### config.mk
export PLATFORM = sky130hd
export DESIGN_NAME = asp_sram_host
export DESIGN_NICKNAME = d
export VERILOG_FILES = /design/src/hdl/asp_pkg.sv /design/src/hdl/asp_pin_sync.sv /design/src/hdl/asp_sram_host.sv
export SDC_FILE = /design/constraint.sdc
export NUM_CORES = 1
export LEC_CHECK = 0
export ABC_AREA = 1
export BUFFER_PORTS_ARGS = -buffer_cell sky130_fd_sc_hd__buf_4
export CAP_MARGIN = 5
export CORE_MARGIN = 1.5
export CORE_UTILIZATION = 35
export CTS_CLUSTER_SIZE = 40
export DETAILED_ROUTE_END_ITERATION = 6
export SLEW_MARGIN = 20
export SYNTH_ARGS = -nofsm -noshare
export SYNTH_HDL_FRONTEND = slang
export SYNTH_SLANG_ARGS = --single-unit
### constraint.sdc
create_clock -name clk_in -period 1.25 [get_ports clk_in]
set_clock_uncertainty 0.05 [all_clocks]
set_input_delay 0.25 -clock clk_in [delete_from_list [all_inputs] [get_ports clk_in]]
set_output_delay 0.25 -clock clk_in [all_outputs]
set_load 0.02 [all_outputs]
### src/hdl/asp_pkg.sv
package asp_pkg;
  localparam int ASP_ADDR_W       = 19;
  localparam int ASP_DATA_W       = 8;
  localparam int ASP_CLK_PERIOD_NS = 10;
  // fastest grade figures, ns
  localparam int ASP_T_RC_NS      = 10;
  localparam int ASP_T_AA_NS      = 10;
  localparam int ASP_T_OE_NS      = 5;
  localparam int ASP_T_OHZ_NS     = 5;
  localparam int ASP_T_WC_NS      = 10;
  localparam int ASP_T_WP_NS      = 8;
  localparam int ASP_T_AW_NS      = 8;
  localparam int ASP_T_DW_NS      = 6;
  localparam int ASP_T_WHZ_NS     = 6;
  localparam int ASP_T_OW_NS      = 3;
  // cycle counts: least times round up, at least one
  function automatic int asp_up(input int ns);
    int c;
    c = (ns + ASP_CLK_PERIOD_NS - 1) / ASP_CLK_PERIOD_NS;
    return (c < 1) ? 1 : c;
  endfunction : asp_up
  // access time, then both synchroniser stages before capture
  localparam int ASP_RD_CYC  = asp_up(ASP_T_AA_NS) + 2;
  localparam int ASP_WP_CYC  = asp_up(ASP_T_WP_NS);
  localparam int ASP_WPOE_CYC = asp_up(ASP_T_WHZ_NS + ASP_T_DW_NS);
  localparam int ASP_WC_CYC  = asp_up(ASP_T_WC_NS);
  localparam int ASP_HZ_CYC  = asp_up(ASP_T_OHZ_NS);
  localparam int ASP_CNT_W   = 4;
endpackage : asp_pkg

### src/hdl/asp_pin_sync.sv
`timescale 1ns/1ps
`default_nettype none
module asp_pin_sync #(
  parameter int WIDTH = 8
) (
  input  wire logic             clk_in,
  input  wire logic [WIDTH-1:0] d_in,
  output var  logic [WIDTH-1:0] q_out
);
  logic [WIDTH-1:0] meta_reg;
  always_ff @(posedge clk_in) begin
    meta_reg <= d_in;
    q_out    <= meta_reg;
  end
endmodule : asp_pin_sync
`default_nettype wire

### src/hdl/asp_sram_host.sv
`timescale 1ns/1ps
`default_nettype none
module asp_sram_host
  import asp_pkg::*;
#(
  parameter int ADDR_W = ASP_ADDR_W,
  parameter int DATA_W = ASP_DATA_W
) (
  input  wire logic              clk_in,
  input  wire logic              sys_rst_in,
  input  wire logic              req_valid_in,
  input  wire logic              req_write_in,
  input  wire logic [ADDR_W-1:0] req_index_in,
  input  wire logic [DATA_W-1:0] req_wdata_in,
  output var  logic              req_ready_out,
  output var  logic              rd_valid_out,
  output var  logic [DATA_W-1:0] rd_data_out,
  output var  logic [ADDR_W-1:0] word_index_out,
  output var  logic              chip_sel_n_out,
  output var  logic              write_strobe_n_out,
  output var  logic              out_drive_n_out,
  input  wire logic [DATA_W-1:0] byte_lanes_in,
  output var  logic [DATA_W-1:0] byte_lanes_out,
  output var  logic              byte_lanes_oe_out
);
  ////////////////////////////////////////////////////////////////////////
  typedef enum logic [2:0] {
    ASP_IDLE, ASP_RD, ASP_RD_HZ, ASP_WR_SETUP, ASP_WR_PULSE, ASP_WR_REC
  } asp_state_t;

  asp_state_t            state_reg;
  logic [ASP_CNT_W-1:0]  cnt_reg;
  logic [DATA_W-1:0]     lanes_sync;

  asp_pin_sync #(.WIDTH(DATA_W)) u_sync (
    .clk_in (clk_in),
    .d_in   (byte_lanes_in),
    .q_out  (lanes_sync)
  );

  ////////////////////////////////////////////////////////////////////////
  localparam int WR_PULSE_CYC = (ASP_WP_CYC > ASP_WPOE_CYC) ? ASP_WP_CYC
                                                            : ASP_WPOE_CYC;
  logic                  take;
  logic                  cnt_zero;
  logic                  rd_done;

  assign take     = (state_reg == ASP_IDLE) && req_valid_in && req_ready_out;
  assign cnt_zero = (cnt_reg == ASP_CNT_W'(0));
  assign rd_done  = (state_reg == ASP_RD) && cnt_zero;

  ////////////////////////////////////////////////////////////////////////
  // sequencer state
  always_ff @(posedge clk_in) begin
    if (sys_rst_in) begin
      state_reg <= ASP_IDLE;
    end else begin
      unique case (state_reg)
        ASP_IDLE: begin
          if (take && req_write_in) begin
            // output drive stays high, write strobe after chip select
            state_reg <= ASP_WR_SETUP;
          end else if (take) begin
            state_reg <= ASP_RD;
          end
        end
        ASP_RD: begin
          if (cnt_zero) begin
            state_reg <= ASP_RD_HZ;
          end
        end
        ASP_RD_HZ: begin
          // let device float before anyone drives the bus
          if (cnt_zero) begin
            state_reg <= ASP_IDLE;
          end
        end
        ASP_WR_SETUP: begin
          state_reg <= ASP_WR_PULSE;
        end
        ASP_WR_PULSE: begin
          if (cnt_zero) begin
            state_reg <= ASP_WR_REC;
          end
        end
        ASP_WR_REC: begin
          state_reg <= ASP_IDLE;
        end
        default: begin
          state_reg <= ASP_IDLE;
        end
      endcase
    end
  end

  // wait counter
  always_ff @(posedge clk_in) begin
    if (sys_rst_in) begin
      cnt_reg <= '0;
    end else begin
      unique case (state_reg)
        ASP_IDLE: begin
          if (take && !req_write_in) begin
            cnt_reg <= ASP_CNT_W'(ASP_RD_CYC);
          end
        end
        ASP_RD: begin
          // hold strobes until data settled and synchronised
          if (cnt_zero) begin
            cnt_reg <= ASP_CNT_W'(ASP_HZ_CYC);
          end else begin
            cnt_reg <= cnt_reg - ASP_CNT_W'(1);
          end
        end
        ASP_RD_HZ, ASP_WR_PULSE: begin
          if (!cnt_zero) begin
            cnt_reg <= cnt_reg - ASP_CNT_W'(1);
          end
        end
        ASP_WR_SETUP: begin
          cnt_reg <= ASP_CNT_W'(WR_PULSE_CYC - 1);
        end
        ASP_WR_REC: begin
          cnt_reg <= cnt_reg;
        end
        default: begin
          cnt_reg <= cnt_reg;
        end
      endcase
    end
  end

  ////////////////////////////////////////////////////////////////////////
  // request handshake
  always_ff @(posedge clk_in) begin
    if (sys_rst_in) begin
      req_ready_out <= 1'b0;
    end else begin
      req_ready_out <= (state_reg == ASP_IDLE) && !take;
    end
  end

  // pin strobes and index
  always_ff @(posedge clk_in) begin
    if (sys_rst_in) begin
      word_index_out <= '0;
    end else if (take) begin
      word_index_out <= req_index_in;
    end
  end

  always_ff @(posedge clk_in) begin
    if (sys_rst_in) begin
      chip_sel_n_out <= 1'b1;
    end else if (take) begin
      chip_sel_n_out <= 1'b0;
    end else if (rd_done || state_reg == ASP_WR_REC) begin
      chip_sel_n_out <= 1'b1;
    end
  end

  always_ff @(posedge clk_in) begin
    if (sys_rst_in) begin
      write_strobe_n_out <= 1'b1;
    end else if (state_reg == ASP_WR_SETUP) begin
      write_strobe_n_out <= 1'b0;
    end else if (state_reg == ASP_WR_PULSE && cnt_zero) begin
      write_strobe_n_out <= 1'b1;
    end
  end

  always_ff @(posedge clk_in) begin
    if (sys_rst_in) begin
      out_drive_n_out <= 1'b1;
    end else if (take && !req_write_in) begin
      out_drive_n_out <= 1'b0;
    end else if (rd_done) begin
      out_drive_n_out <= 1'b1;
    end
  end

  ////////////////////////////////////////////////////////////////////////
  // write data drive
  always_ff @(posedge clk_in) begin
    if (sys_rst_in) begin
      byte_lanes_out <= '0;
    end else if (take && req_write_in) begin
      byte_lanes_out <= req_wdata_in;
    end
  end

  // data held past write end, then release
  always_ff @(posedge clk_in) begin
    if (sys_rst_in) begin
      byte_lanes_oe_out <= 1'b0;
    end else if (state_reg == ASP_WR_SETUP) begin
      byte_lanes_oe_out <= 1'b1;
    end else if (state_reg == ASP_WR_REC) begin
      byte_lanes_oe_out <= 1'b0;
    end
  end

  ////////////////////////////////////////////////////////////////////////
  // read data capture, pin value trails by two edges
  always_ff @(posedge clk_in) begin
    if (sys_rst_in) begin
      rd_valid_out <= 1'b0;
      rd_data_out  <= '0;
    end else begin
      rd_valid_out <= rd_done;
      if (rd_done) begin
        rd_data_out <= lanes_sync;
      end
    end
  end
endmodule : asp_sram_host
`default_nettype wire

**After elaboration in Yosys (flattened, before gate mapping)**

Index checks and enable logic that the tools add are counted.
Widths: inputs -> output; s select.

- Bits in registers: 64
- Bits of input ports: 39

- Reductions and logical operators: 20
- Mux-type cells: 18
- Equality and inequality tests: 11
- $add $sub $neg: 1

Operator list:

| operator | number |
|---|---|
| $pmux 4 s4 | 1 |
| $mux 3 | 5 |
| $pmux 3 s5 | 1 |
| $mux 4 | 3 |
| $mux 1 | 8 |
| $ne 2x2->1 const B | 4 |
| $reduce_bool 2->1 | 4 |
| $logic_and 1x1->1 | 7 |
| $eq 3x2->1 const B | 2 |
| $eq 3x3->1 const B | 2 |
| $logic_not 4->1 | 1 |
| $reduce_and 4->1 | 1 |
| $reduce_bool 4->1 | 1 |
| $sub 4x1->4 const B | 1 |
| $eq 3x1->1 const B | 1 |
| $logic_not 3->1 | 1 |
| $ne 3x2->1 const B | 1 |
| $reduce_and 3->1 | 1 |
| $logic_not 1->1 | 2 |
| $ne 2x1->1 const B | 1 |
| $reduce_or 2->1 | 1 |
| $logic_or 1x1->1 | 1 |

**Longest topological paths before layout**

- Depth after elaboration: 6
- Mapped depth: 9
- Mapped depth without buffers: 9

**Modules after synthesis**

A second synthesis with hierarchy kept.

- Cells, all modules: 278
- Area, all modules: 2228.4 um^2

Modules (own cells, without submodules):

| module | cells each | seq. area each (um^2) | area each (um^2) | times used |
|---|---|---|---|---|
| asp_sram_host | 262 | 960.9 | 1908.1 | 1 |
| asp_pin_sync | 16 | 320.3 | 320.3 | 1 |

**Worst setup path before layout**

No wires, ideal clock.

- Path type: register to register
- Start: reg cnt_reg[0]
- End: reg chip_sel_n_out
- Cell stages (with the launch flop): 9
- Data required time: 1.076 ns
- Data arrival time: 1.179 ns
- Library setup time: 0.124 ns
- Period minus slack after synthesis: 1.352 ns
- Path slack: -0.102 ns
- Path through: dfxtp_1 -> inv_1 -> ha_1 -> nand3_1 -> nor2_4 -> inv_2 -> nand2_1 -> a21oi_1 -> nand2_1

- Cells in the longest elaborated chain, start to end: 4

Ends and longest elaborated chain:

| what | line | RTL |
|---|---|---|
| from (decl) | asp_sram_host.sv:32 | `logic [ASP_CNT_W-1:0] cnt_reg;` |
| from (signal assigned) | asp_sram_host.sv:104 | `cnt_reg <= ASP_CNT_W'(ASP_RD_CYC);` |
| from (signal assigned) | asp_sram_host.sv:110 | `cnt_reg <= ASP_CNT_W'(ASP_HZ_CYC);` |
| from (signal assigned) | asp_sram_host.sv:112 | `cnt_reg <= cnt_reg - ASP_CNT_W'(1);` |
| $logic_not 4->1 | asp_sram_host.sv:49 | `assign cnt_zero = (cnt_reg == ASP_CNT_W'(0));` |
| $logic_and 1x1->1 | asp_sram_host.sv:50 | `assign rd_done = (state_reg == ASP_RD) && cnt_zero;` |
| $logic_or 1x1->1 | asp_sram_host.sv:157 | `end else if (rd_done \|\| state_reg == ASP_WR_REC) begin` |
| $reduce_bool 2->1 (no source line) | n/a |  |
| to (signal assigned) | asp_sram_host.sv:154 | `chip_sel_n_out <= 1'b1;` |
| to (signal assigned) | asp_sram_host.sv:156 | `chip_sel_n_out <= 1'b0;` |
| to (signal assigned) | asp_sram_host.sv:158 | `chip_sel_n_out <= 1'b1;` |
| to (decl) | asp_sram_host.sv:19 | `output var logic chip_sel_n_out,` |

Every way passes these cells.
A chain may end at the register's enable or synchronous reset.

**Worst setup path after layout**

- Start: reg state_reg[1]
- End: reg cnt_reg[3]

- Cells in the longest elaborated chain, start to end: 6
- Elaborated cells between the ends (all ways): 14
- Those cells by class: 6 x eq/ne; 1 x mux; 7 x reduce/logical

Ends and longest elaborated chain:

| what | line | RTL |
|---|---|---|
| from (decl) | asp_sram_host.sv:31 | `asp_state_t state_reg;` |
| from (signal assigned) | asp_sram_host.sv:56 | `state_reg <= ASP_IDLE;` |
| from (signal assigned) | asp_sram_host.sv:62 | `state_reg <= ASP_WR_SETUP;` |
| from (signal assigned) | asp_sram_host.sv:64 | `state_reg <= ASP_RD;` |
| $logic_not 3->1 | asp_sram_host.sv:48, asp_sram_host.sv:101 |  |
| $logic_and 1x1->1 (2 in series) | asp_sram_host.sv:48 | `assign take = (state_reg == ASP_IDLE) && req_valid_in && req_ready_out;` |
| $logic_and 1x1->1 | asp_sram_host.sv:103 | `if (take && !req_write_in) begin` |
| $ne 2x1->1 (no source line) | n/a |  |
| $reduce_and 3->1 (no source line) | n/a |  |

Parallel ways exist; a longest one is shown, timed or not.

==> reports/metrics.cfg <==
[setup_path]
rrSetupSlack_ns=0.01
r2r_start=state_reg[1]$_SDFFE_PP0P_
cp_slowest_cell=dfxtp_4
slowest_delay_ns=0.38
endpoint_kind=flip-flop
critPathKind=reg2reg
worst_ep_arrival_time_ns=1.43
start_kind=flip-flop
r2r_end=cnt_reg[3]$_SDFFE_PP0P_
worst-endpoint-required_ns=1.44
crit_fanout=8
cp_cell_sequence=inv_4, nand2_4, nor2_4, buf_12, o21ai_4, nand2_4, nand2_1, nand2_1, nor2_1
r2r_cells=9

[sta]
finalSetupTns_ns=0
worstMarginPinSlew_ns=0.2612
relSlewSlack_pct=82.57
hold_ws_ns=0.1085
worst_slack_ns=0.009782
setup_viol=0
grt_setup_unrepaired=yes
timing.fmax_mhz=806.3
fin_crit_ns=1.240
maxSlewViolCount=0
hold_violations=0
fin_crit_sh_pct=99.22

[placement]
dp_worst_setup_slack_ns=-0.09535
portBuffers=79
routabilityCongestion=0.7698
hpwlAfterDp_um=3666
placed_area_mm2=0.003022

[detailed_routing]
drtPass1Iterations=6
vias=2133
drtIter0Drc=100
viasPerCell=4.678
final_antenna_net_count=0
drc=0
wl_per_cell_um=12.33
wirelength_um=5624

[finish]
fin_area_mm2=0.003516
nFillCells=549
regMostFlops=word_index_out
fin_nets=416
final_common_cell=buf_4
areaGrowthSynthToFinish_pct=57.25
largest_reg_flops=19
drive_gt1_share_pct=43.04
final_cell_mix=100 x buf_4, 59 x dfxtp_1, 44 x nand2_1, 40 x nor2_1, 23 x nand3_1
antenna_cells=0

[yosys]
synth_top_area_cell=dfxtp_1
synth-xor-area-share_pct=0.7834
synth_top_cell_area_share_pct=57.30
synthTopCellsByArea=dfxtp_1 57%, nand2_1 8.1%, nor2_1 6.9%
synth.avg_cell_area_um2=8.501
ys_seq_area_share_pct=57.30
yosys_warnings=0
synth_top_family_by_area=simple AND/OR/NAND/NOR gates
netlist_area_mm2=0.002236
synth_fa_ha_area_share_pct=0.5596
synth_nets=303
ys_ff_latch=64
postSynthCellCount=263
synth_compound_area_share_pct=10.52
ys_types=21
synthMuxAreaShare_pct=0
synthSimpleGateAreaFrac_pct=25.69

[outcome]
outcome=finished clean

[floorplanning]
die_y_um=82.93
die-width_um=82.93
dieArea_mm2=0.006877
initial_utilization_pct=36.89
io_pins=80
rows=28
core_area_mm2=0.006061

[clock_network]
cts_tree=built
clock_latency_ns=0.34
clkTransAtPathRegs_ns=0.07
clockBufferDepth=2
cts_max_level=3
root_buffer=clkbuf_8
cts.sinks=64
cts_buffers=9

[power_and_ir_drop]
combPwrFrac_pct=42.7
total_power_w=0.007663
switchingPower_w=0.002829
peakVddDrop_uv=1066
power_frac_seq_pct=34.0
switching_share_pct=36.92
p_leak_nw=1.571
p_int_w=0.004833
clkPwrFrac_pct=23.2
power_density_mw_per_mm2=2179

[global_routing]
grt_max_degree=20
grt_pass1_wl_um=8666
grt_remaining_overflow=0
antenna_found_initial=0
grt_util_all_layers_pct=15.59
first_global_vias=1891

[min_path]
hold_path_depth=2
hp-start=sys_rst_in
hold_end=state_reg[0]$_SDFFE_PP0P_
min_path_type=in2reg

[job]
maxCapViolCount=0

## cell families (layout without fill, tap and decap cells)
family / Yosys count / count (layout)
XOR/XNOR: 2 / 2
AO/OA/AOI/OAI: 46 / 46
buffers and inverters: 23 / 140
AND/OR/NAND/NOR: 127 / 128
adder cells (fa/ha/maj): 1 / 1
flip-flops: 64 / 64
## area by class of cell
class,instances,area (um2),share of cell area [%]
clock buffers,9,123.9,3.523
clock inverters,7,77.57,2.206
inverters,12,55.05,1.566
multi-input cells,177,970.9,27.62
flip-flops and latches,64,1292,36.76
well taps,75,93.84,2.669
repair buffers,112,902.1,25.66
## worst max path at each step
stage	from	end	slack (ns)	depth (start not counted)
3_3_place_gp	cnt_reg[0]$_SDFFE_PP0P_	cnt_reg[1]$_SDFFE_PP0P_	-0.06	9
2_1_floorplan	cnt_reg[0]$_SDFFE_PP0P_	chip_sel_n_out$_SDFFE_PP1P_	-0.005	8
5_1_grt	cnt_reg[0]$_SDFFE_PP0P_	cnt_reg[3]$_SDFFE_PP0P_	-0.07	9
6_report	state_reg[1]$_SDFFE_PP0P_	cnt_reg[3]$_SDFFE_PP0P_	0.01	9
4_1_cts	state_reg[1]$_SDFFE_PP0P_	state_reg[0]$_SDFFE_PP0P_	-0.003	8
3_5_place_dp	cnt_reg[0]$_SDFFE_PP0P_	cnt_reg[1]$_SDFFE_PP0P_	-0.1	9
## what timing repair did
action,in CTS,in global routing
gates resized for setup,17,23
setup buffers,1,4
cloned,1,0
endpoints found under the hold margin,8,0
hold buffers,8,0
pin swaps,6,15
setup endpoints to repair,30,42
## cells in the mapped netlist (all sizes together)
cell type / instances
nor2: 45
clkbuf: 4
inv: 12
buf: 7
nand4: 1
xor2: 2
o21ai: 18
o22ai: 1
ha: 1
nand3: 27
nand2: 54
a21oi: 27
dfxtp: 64
## layer usage
layer  wire (um)  vias to the layer above  share of wire, %  GRT usage [%]
met4         125                        0               2.2          8.485
met3         331                       14               5.9          5.368
met1        2406                      968                43          17.96
met2        2760                       71                49          25.35
li1            -                     1080                 -              -
met5           0                        -                 0              0
## metrics by stage
stage          utilization [%]  instances
2_1_floorplan                -        263
3_3_place_gp             49.86        426
3_5_place_dp             49.86        426
4_1_cts                  56.07        452
5_1_grt                  58.01        456
6_report                 58.01        456
## critical path, delay by kind of cell (launching register included)
kind	cells	cell delay [ns]
flip-flops	1	0.38
AND/OR/NAND/NOR	6	0.42
buffers and inverters	2	0.22
AO/OA/AOI/OAI	1	0.07
## power groups by stage
stage                     clock network [W]  registers, W  logic, W
after CTS                           0.00184       0.00258   0.00296
after global placement                    0       0.00260   0.00256
after global routing                0.00193       0.00264   0.00356
after floorplan                           0       0.00285   0.00140
after detailed placement                  0       0.00260   0.00259
final                               0.00178       0.00261   0.00328
Note: power is estimated with default switching activity, not from simulation.
